[config.mk]
export PLATFORM = sky130hd
export DESIGN_NAME = lss_led_strap
export DESIGN_NICKNAME = d
export VERILOG_FILES = /design/src/logic/lss_pkg.sv /design/src/logic/lss_led_strap.sv
export SDC_FILE = /design/constraint.sdc
export NUM_CORES = 1
export LEC_CHECK = 0
export ABC_CLOCK_PERIOD_IN_PS = 4059
export BUFFER_PORTS_ARGS = -buffer_cell sky130_fd_sc_hd__buf_2
export CORE_UTILIZATION = 25
export DETAILED_ROUTE_END_ITERATION = 7
export HOLD_SLACK_MARGIN = 0.15
export PLACE_DENSITY = 0.48
export RECOVER_POWER = 50
export SYNTH_ARGS = -nofsm -noshare
export SYNTH_HDL_FRONTEND = slang
export SYNTH_SLANG_ARGS = --single-unit
[constraint.sdc]
create_clock -name core_clk_i -period 4.06 [get_ports core_clk_i]
set_input_delay 0.812 -clock core_clk_i [delete_from_list [all_inputs] [get_ports core_clk_i]]
set_output_delay 0.812 -clock core_clk_i [all_outputs]
set_load 0.01 [all_outputs]
[src/logic/lss_pkg.sv]
// Package of constants for the LED status and strap latch block.
package lss_pkg;
    localparam int unsigned NUM_PORTS      = 5;
    // Blink half period in milliseconds and its cycle count at 10 MHz.
    localparam int unsigned BLINK_HALF_MS  = 50;
    localparam int unsigned CLK_HZ         = 10000000;
    localparam int unsigned BLINK_CYCLES   = BLINK_HALF_MS * (CLK_HZ / 1000);
    // Retrigger hold: activity keeps the blink running this many half periods.
    localparam logic [1:0]  HOLD_HALVES    = 2'h2;
    localparam logic [1:0]  HOLD_RESET     = 2'h0;
    localparam logic [19:0] BLINK_RESET    = 20'h00000;
    // Strap default constants; capture never loads them, and only ADDR_RESET is used, to decode master mode.
    localparam logic        BP_RESET       = 1'h1;
    localparam logic        AN_RESET       = 1'h1;
    localparam logic [1:0]  ADDR_RESET     = 2'h0;
    localparam logic        XOV_RESET      = 1'h0;
    localparam logic        COLOR_RESET    = 1'h0;
    localparam logic [2:0]  SYNC_RESET     = 3'h0;
    // Dark level of a five-port active-low LED group, used while reset is held.
    localparam logic [4:0]  LED_DARK       = 5'h1F;
    // Serial clock divider terminal count; each half period lasts this plus one core cycles.
    localparam logic [3:0]  EE_DIV_HALF    = 4'h4;
    typedef enum logic [2:0] {
        LSS_IDLE  = 3'b001,
        LSS_READ  = 3'b010,
        LSS_DONE  = 3'b100
    } lss_ee_state_t;
endpackage

[src/logic/lss_led_strap.sv]
// LED drivers, strap capture and serial EEPROM pin control for a five-port switch.
`timescale 1ns/1ps
`default_nettype none

// Contract
// - Link LED high when port has no link
// - Link LED steady low on idle link
// - Link LED blinks during traffic
// - All port LEDs are active low
// - Duplex LED high half duplex, blinks collisions
// - Duplex LED steady low at full duplex
// - Capture back pressure strap, default enabled
// - Capture autonegotiation strap, default enabled
// - Latch both address straps into chip address
// - Capture crossover strap, default disabled
// - Capture colour strap, low means single colour
// - Select active high, released during reset
// - Drive serial clock, released during reset
// - Drive serial data, released during reset
// - Address zero makes device read EEPROM
module lss_led_strap
(
    input  wire logic        core_clk_i,
    input  wire logic        nrst_i,
    input  wire logic [4:0]  port_link_i,
    input  wire logic [4:0]  port_activity_i,
    input  wire logic [4:0]  port_full_duplex_i,
    input  wire logic [4:0]  port_collision_i,
    input  wire logic [4:0]  port_speed100_i,
    input  wire logic        backpressure_strap_i,
    input  wire logic        autoneg_strap_i,
    input  wire logic        chip_addr_strap_hi_i,
    input  wire logic        chip_addr_strap_lo_i,
    input  wire logic        crossover_strap_i,
    input  wire logic        led_color_strap_i,
    input  wire logic        eeprom_serial_in_i,
    input  wire logic        eeprom_start_i,
    output logic [4:0]       link_activity_led_o,
    output logic [4:0]       duplex_collision_led_o,
    output logic [4:0]       port_speed_led_o,
    output logic             backpressure_en_o,
    output logic             autoneg_en_o,
    output logic [1:0]       chip_addr_o,
    output logic             crossover_en_o,
    output logic             dual_color_o,
    output logic             eeprom_master_o,
    output logic             eeprom_select_o,
    output logic             eeprom_select_oe_n_o,
    output logic             eeprom_serial_clock_o,
    output logic             eeprom_serial_clock_oe_n_o,
    output logic             eeprom_serial_out_o,
    output logic             eeprom_serial_out_oe_n_o,
    output logic             eeprom_bit_valid_o,
    output logic             eeprom_bit_o
);

    // ------------------------------------------------------------
    // Pin synchronisers
    // ------------------------------------------------------------

    // Straps come from pins, so each passes three flops; a level counts once
    // the second and third stages agree.
    logic [2:0] sync_bp;
    logic [2:0] sync_an;
    logic [2:0] sync_hi;
    logic [2:0] sync_lo;
    logic [2:0] sync_xo;
    logic [2:0] sync_col;
    logic [2:0] sync_ein;

    // One process carries all pin synchronisers; reset does not clear them so
    // that the straps are already settled while reset is held.
    always_ff @(posedge core_clk_i)
    begin
        sync_bp  <= {sync_bp[1:0],  backpressure_strap_i};
        sync_an  <= {sync_an[1:0],  autoneg_strap_i};
        sync_hi  <= {sync_hi[1:0],  chip_addr_strap_hi_i};
        sync_lo  <= {sync_lo[1:0],  chip_addr_strap_lo_i};
        sync_xo  <= {sync_xo[1:0],  crossover_strap_i};
        sync_col <= {sync_col[1:0], led_color_strap_i};
        sync_ein <= {sync_ein[1:0], eeprom_serial_in_i};
    end

    // Returns the agreed level, or the previous value while stages differ.
    function automatic logic settled(input logic [2:0] s, input logic prev);
        settled = (s[1] == s[2]) ? s[2] : prev;
    endfunction

    // ------------------------------------------------------------
    // Strap capture
    // ------------------------------------------------------------

    // Straps track the pins throughout reset and freeze at its release, which
    // is before any shared pin starts driving.
    always_ff @(posedge core_clk_i)
    begin
        if (!nrst_i)
        begin
            backpressure_en_o <= settled(sync_bp, backpressure_en_o);
            autoneg_en_o      <= settled(sync_an, autoneg_en_o);
            chip_addr_o       <= {settled(sync_hi, chip_addr_o[1]),
                                  settled(sync_lo, chip_addr_o[0])};
            crossover_en_o    <= settled(sync_xo, crossover_en_o);
            dual_color_o      <= settled(sync_col, dual_color_o);
        end
    end

    // Master mode when both address straps were low.
    always_ff @(posedge core_clk_i)
    begin
        eeprom_master_o <= (chip_addr_o == lss_pkg::ADDR_RESET);
    end

    // ------------------------------------------------------------
    // Blink timing
    // ------------------------------------------------------------

    // One shared half-period tick makes every blinking LED toggle on the same cycle.
    logic [19:0] blink_cnt;
    logic        blink_tick;

    always_ff @(posedge core_clk_i)
    begin
        if (!nrst_i)
        begin
            blink_cnt  <= lss_pkg::BLINK_RESET;
            blink_tick <= 1'b0;
        end
        else if (blink_cnt == 20'(lss_pkg::BLINK_CYCLES - 1))
        begin
            blink_cnt  <= lss_pkg::BLINK_RESET;
            blink_tick <= 1'b1;
        end
        else
        begin
            blink_cnt  <= blink_cnt + 20'h00001;
            blink_tick <= 1'b0;
        end
    end

    // Each event reloads a short hold so brief frames still show a visible
    // blink; a limitation is that traffic shorter than one tick may blink once.
    logic [1:0] act_hold [lss_pkg::NUM_PORTS];
    logic [1:0] col_hold [lss_pkg::NUM_PORTS];
    logic [4:0] act_phase;
    logic [4:0] col_phase;

    always_ff @(posedge core_clk_i)
    begin
        for (int p = 0; p < lss_pkg::NUM_PORTS; p++)
        begin
            if (!nrst_i)
            begin
                act_hold[p]  <= lss_pkg::HOLD_RESET;
                col_hold[p]  <= lss_pkg::HOLD_RESET;
                act_phase[p] <= 1'b0;
                col_phase[p] <= 1'b0;
            end
            else
            begin
                if (port_activity_i[p] && port_link_i[p])
                    act_hold[p] <= lss_pkg::HOLD_HALVES;
                else if (blink_tick && act_hold[p] != lss_pkg::HOLD_RESET)
                    act_hold[p] <= act_hold[p] - 2'h1;
                if (port_collision_i[p])
                    col_hold[p] <= lss_pkg::HOLD_HALVES;
                else if (blink_tick && col_hold[p] != lss_pkg::HOLD_RESET)
                    col_hold[p] <= col_hold[p] - 2'h1;
                if (act_hold[p] == lss_pkg::HOLD_RESET)
                    act_phase[p] <= 1'b0;
                else if (blink_tick)
                    act_phase[p] <= ~act_phase[p];
                if (col_hold[p] == lss_pkg::HOLD_RESET)
                    col_phase[p] <= 1'b0;
                else if (blink_tick)
                    col_phase[p] <= ~col_phase[p];
            end
        end
    end

    // ------------------------------------------------------------
    // LED outputs
    // ------------------------------------------------------------

    // All LEDs are active low and stay dark (high) while reset is held.
    always_ff @(posedge core_clk_i)
    begin
        if (!nrst_i)
        begin
            link_activity_led_o    <= lss_pkg::LED_DARK;
            duplex_collision_led_o <= lss_pkg::LED_DARK;
            port_speed_led_o       <= lss_pkg::LED_DARK;
        end
        else
        begin
            for (int p = 0; p < lss_pkg::NUM_PORTS; p++)
            begin
                if (!port_link_i[p])
                    link_activity_led_o[p] <= 1'b1;
                else if (act_hold[p] != lss_pkg::HOLD_RESET)
                    link_activity_led_o[p] <= act_phase[p];
                else
                    link_activity_led_o[p] <= 1'b0;
                if (col_hold[p] != lss_pkg::HOLD_RESET)
                    duplex_collision_led_o[p] <= col_phase[p];
                else
                    duplex_collision_led_o[p] <= ~port_full_duplex_i[p];
                port_speed_led_o[p] <= ~port_speed100_i[p];
            end
        end
    end

    // ------------------------------------------------------------
    // EEPROM pins
    // ------------------------------------------------------------

    // A minimal bit reader: it toggles the serial clock and samples the data
    // input; the command protocol lives elsewhere and drives eeprom_start_i.
    lss_pkg::lss_ee_state_t ee_state;
    logic [3:0]             ee_div;

    always_ff @(posedge core_clk_i)
    begin
        if (!nrst_i)
        begin
            ee_state                   <= lss_pkg::LSS_IDLE;
            ee_div                     <= 4'h0;
            eeprom_select_o            <= 1'b0;
            eeprom_select_oe_n_o       <= 1'b1;
            eeprom_serial_clock_o      <= 1'b0;
            eeprom_serial_clock_oe_n_o <= 1'b1;
            eeprom_serial_out_o        <= 1'b0;
            eeprom_serial_out_oe_n_o   <= 1'b1;
            eeprom_bit_valid_o         <= 1'b0;
            eeprom_bit_o               <= 1'b1;
        end
        else
        begin
            eeprom_select_oe_n_o       <= 1'b0;
            eeprom_serial_clock_oe_n_o <= 1'b0;
            eeprom_serial_out_oe_n_o   <= 1'b0;
            eeprom_bit_valid_o         <= 1'b0;
            case (ee_state)
                lss_pkg::LSS_IDLE:
                begin
                    eeprom_select_o       <= 1'b0;
                    eeprom_serial_clock_o <= 1'b0;
                    ee_div                <= 4'h0;
                    if (eeprom_master_o && eeprom_start_i)
                        ee_state <= lss_pkg::LSS_READ;
                end
                lss_pkg::LSS_READ:
                begin
                    eeprom_select_o <= 1'b1;
                    if (ee_div == lss_pkg::EE_DIV_HALF)
                    begin
                        ee_div                <= 4'h0;
                        eeprom_serial_clock_o <= ~eeprom_serial_clock_o;
                        if (eeprom_serial_clock_o)
                        begin
                            eeprom_bit_o       <= settled(sync_ein, eeprom_bit_o);
                            eeprom_bit_valid_o <= 1'b1;
                            ee_state           <= lss_pkg::LSS_DONE;
                        end
                    end
                    else
                        ee_div <= ee_div + 4'h1;
                end
                lss_pkg::LSS_DONE:
                begin
                    eeprom_serial_clock_o <= 1'b0;
                    if (!eeprom_start_i)
                        ee_state <= lss_pkg::LSS_IDLE;
                end
                default:
                    ee_state <= lss_pkg::LSS_IDLE;
            endcase
        end
    end

    // ------------------------------------------------------------
    // Checks
    // ------------------------------------------------------------

    AST_NO_LINK_DARK: assert property (@(posedge core_clk_i) disable iff (!nrst_i)
        !port_link_i[0] |=> link_activity_led_o[0])
        else $error("link LED lit without link");
    AST_IDLE_LIT: assert property (@(posedge core_clk_i) disable iff (!nrst_i)
        port_link_i[0] && act_hold[0] == 2'h0 |=> !link_activity_led_o[0])
        else $error("idle link LED not low");
    AST_BLINK_FOLLOWS: assert property (@(posedge core_clk_i) disable iff (!nrst_i)
        port_link_i[0] && act_hold[0] != 2'h0 |=> link_activity_led_o[0] == $past(act_phase[0]))
        else $error("link LED not blinking");
    AST_RESET_DARK: assert property (@(posedge core_clk_i)
        !nrst_i |=> link_activity_led_o == 5'h1F && port_speed_led_o == 5'h1F)
        else $error("LEDs not dark after reset");
    AST_HALF_DUPLEX: assert property (@(posedge core_clk_i) disable iff (!nrst_i)
        !port_full_duplex_i[1] && col_hold[1] == 2'h0 |=> duplex_collision_led_o[1])
        else $error("half duplex LED not high");
    AST_FULL_DUPLEX: assert property (@(posedge core_clk_i) disable iff (!nrst_i)
        port_full_duplex_i[1] && col_hold[1] == 2'h0 |=> !duplex_collision_led_o[1])
        else $error("full duplex LED not low");
    AST_SPEED: assert property (@(posedge core_clk_i) disable iff (!nrst_i)
        nrst_i |=> port_speed_led_o == ~$past(port_speed100_i))
        else $error("speed LED wrong");
    AST_STRAP_FROZEN: assert property (@(posedge core_clk_i)
        nrst_i && $past(nrst_i) |-> $stable(backpressure_en_o) && $stable(chip_addr_o))
        else $error("strap changed after reset");
    AST_PINS_FLOAT: assert property (@(posedge core_clk_i)
        !nrst_i |=> eeprom_select_oe_n_o && eeprom_serial_clock_oe_n_o
                    && eeprom_serial_out_oe_n_o)
        else $error("EEPROM pins driven in reset");
    AST_RETRIGGER: assert property (@(posedge core_clk_i) disable iff (!nrst_i)
        port_collision_i[2] |=> col_hold[2] == 2'h2)
        else $error("collision did not retrigger blink");

endmodule

`default_nettype wire

==> summary.md <==
| Metric | Value |
|---|---|
| Outcome | completed |
| PortBufs | 63 |
| GRT Resource Usage Total | 0.0988 |
| Cts hold-fix bufs | 0 |
| Share of cells above drive strength 1 | 0.124 |
| Share of the synthesized area in the top cell type | 0.381 |
| Gpl congestion | 0.732 |
| Post-cts repair resize count | 0 |
| Ys flop type | dfxtp_1 |
| Worst EP required | around 4.3 ns |
| Hold path start | sync_ein[0] |
| Slew @ Worst Pin | 1.01 ns |
| MaxCap Viol Count | 0 |
| FFs w/ async S/R, synth | 0 |
| Dpl cell area | between 0.004 and 0.005 mm2 |
| Critical Path Source Type | register |
| Worst Path Max Fanout | 19 |
| Final Routed Wirelength | 8.08 mm |
| Chip height | 132 um |
| Number of global-route vias before repair | 2891 |
| Netlist cell types | 46 |
| Minimum clock period | 2.12 ns |
| Total negative setup slack | 0 ns |
| Cells on worst reg2reg path | 4 |
| Die area | 0.0173 mm2 |
| Worst Setup End Kind | register |
| Postcts setup bufs | 0 |
| Design Area, Final | 0.00495 mm2 |
| Synth Cell Area | around 0.0042 mm2 |
| Area growth from synthesis to layout | 18.0% |
| CTS tree | built |
| Gr ovfl total | 0 |
| Final hold vios | 0 |
| Worst-path clk slew | approximately 0.060 ns |
| Min-Delay Path Class | register to register |
| Number of flops mapped to enable cells by yosys | 26 |
| CP startpoint | blink_cnt[5] |
| FMAX | 471 MHz |
| M1 WL | approximately 3.6 mm |
| RSZ-0062 raised after global routing | no |
| Rows | 47 |
| Max_slew headroom | 0.327 |
| Largest net degree at the start of global routing | 43 |
| Ports | 65 |
| FF+latch count, synth | 106 |
| Clk Tree Root Cell | clkbuf_16 |
| DR WL/cell | 11.6 um |
| P per Cell Area | 419 mW/mm2 |
| Pre-antenna DRT Iters | 4 |
| Commonest non-fill, non-tap cell in the layout | dfxtp_1 |
| Hold Slack | ~0.32 ns |
| # diodes | 0 |
| R2R Path Start | blink_cnt[5] |
| Met2 wire length | around 4 mm |
| Fin crit share | 0.523 |
| Met3 wire length | between 400 and 500 um |
| Clock Latency Late Sink | 0.35 ns |
| # H-tree levels | 3 |
| Dpl hpwl | 5.52 mm |
| First-pass GRT wire length | 13.6 mm |
| First DRT Iteration DRCs | 78 |
| # fillers | 1752 |
| DRC Markers | 0 |
| CTS buffer count | 9 |
| CTS Sinks | 106 |
| Area leader, netlist | dfxtp_1 |
| Ranking of synthesized cells by area | dfxtp_1 38%, edfxtp_1 19%, nor2_1 4.4%, xnor2_1 4.0%, ha_1 3.9% |
| Mapped Nets | 458 |
| Peak VDD IR | 0.000200 V |
| Max Used Layer | met4 |
| CORE AREA | 0.0165 mm2 |
| Mapped Cells | between 400 and 500 |
| Final slew viol count | 0 |
| Routed Antenna Nets | 0 |
| Starting Density | 0.255 |
| Final std cells w/o fill | 694 |
| Routed vias/inst | 4.23 |
| Clock Tree Buf Depth | 2 |
| Hold path cells | 0 |
| Seq/Total Area, Yosys | 0.567 |
| Routed vias | 2933 |
| Initial antenna violation count | 0 |
| Ys Warns | 0 |
| Setup CP Type | register to register |
| CP arrival | 2.32 ns |
| DP Cell Count | between 600 and 700 |
| Final Skew | 0.00853 ns |
| Final net count | roughly 520 |
| Die span in x | approximately 130 um |
| Most frequent cells in the layout | 80 x dfxtp_1, 49 x nor2_1, 38 x buf_2 |
| Mapped Avg Cell Area | 10.2 um2 |
| LEAKAGE | 1.82 nW |
| Count of final setup violators | 0 |
-- metal layers --
layer  GRT usage  up-vias
met5           0        -
met4      0.0355        0
met3      0.0394       15
met2       0.165       62
met1       0.113     1333
li1            -     1523
-- layout make-up --
class | count | area, um2 | share of cell area
inverters | 31 | 116 | 0.0235
repair buffers | 64 | 292 | 0.0589
well taps | 220 | 275 | 0.0556
multi-input cells | 257 | 1620 | 0.327
flip-flops and latches | 106 | 2380 | 0.481
clock inverters | 3 | 18.8 | 0.00379
clock buffers | 13 | 250 | 0.0505
-- worst paths after layout --
check / to / slack [ns]
worst max register to register: blink_cnt[2] / 1.94
worst min register to register: sync_ein[1] / 0.32
worst max-delay path: blink_cnt[2] / 1.94
worst min-delay path: sync_ein[1] / 0.32
-- worst max-delay path, stage by stage (launching register included) --
cell and delay (ns):
dfxtp_1 0.37, nor4_1 0.29, nand4_1 0.22, o41ai_4 0.99, nor2_1 0.11
-- Yosys cell counts, types with 7 or more instances --
library cell,count
a21oi_1,8
and2_1,7
clkbuf_1,9
dfxtp_1,80
edfxtp_1,26
ha_1,13
inv_1,30
nand2_1,29
nand2b_1,14
nand3_1,12
nand3b_1,7
nor2_1,49
nor3_1,14
nor4_1,12
o21ai_0,16
xnor2_1,19
xor2_1,12
-- flip-flops by register name (all words and copies together), names as in the netlist, 2 cells and up --
name                    cells
port_speed_led_o            5
duplex_collision_led_o      5
chip_addr_o                 2
sync_lo                     3
sync_bp                     3
sync_xo                     3
sync_col                    3
ee_state                    3
act_phase                   5
sync_ein                    3
col_phase                   5
ee_div                      4
col_hold                   10
sync_hi                     3
act_hold                   10
sync_an                     3
link_activity_led_o         5
blink_cnt                  20
-- through the flow --
stage | utilization | setup slack, ns | power [mW]
2_1_floorplan | - | 2.30 | 1.24
3_5_place_dp | 0.286 | 1.74 | 1.30
5_1_grt | 0.301 | 1.68 | 2.17
6_report | 0.301 | 1.94 | 2.07
3_3_place_gp | 0.286 | 1.75 | 1.29
4_1_cts | 0.303 | 1.88 | 2.12
-- report_power, final --
| part | leakage [nW] | total (mW) | switching, mW | internal (mW) |
|---|---|---|---|---|
| Sequential | 0.929 | 1.14 | 0.0197 | 1.12 |
| Clock | 0.134 | 0.807 | 0.374 | 0.433 |
| Combinational | 0.754 | 0.123 | 0.0724 | 0.0511 |
-- cells by family (layout without fill, tap and decap cells) --
logic type | Yosys count | count (layout) | share of synthesized area
flip-flops | 106 | 106 | 0.567
multiplexers | 1 | 1 | 0.00238
XOR/XNOR | 31 | 31 | 0.0647
adder cells (fa/ha/maj) | 13 | 13 | 0.0387
AO/OA/AOI/OAI | 42 | 42 | 0.0676
other | 1 | 1 | 0.000893
buffers and inverters | 47 | 111 | 0.0471
AND/OR/NAND/NOR | 169 | 169 | 0.211
Note: power is estimated with default switching activity, not from simulation.
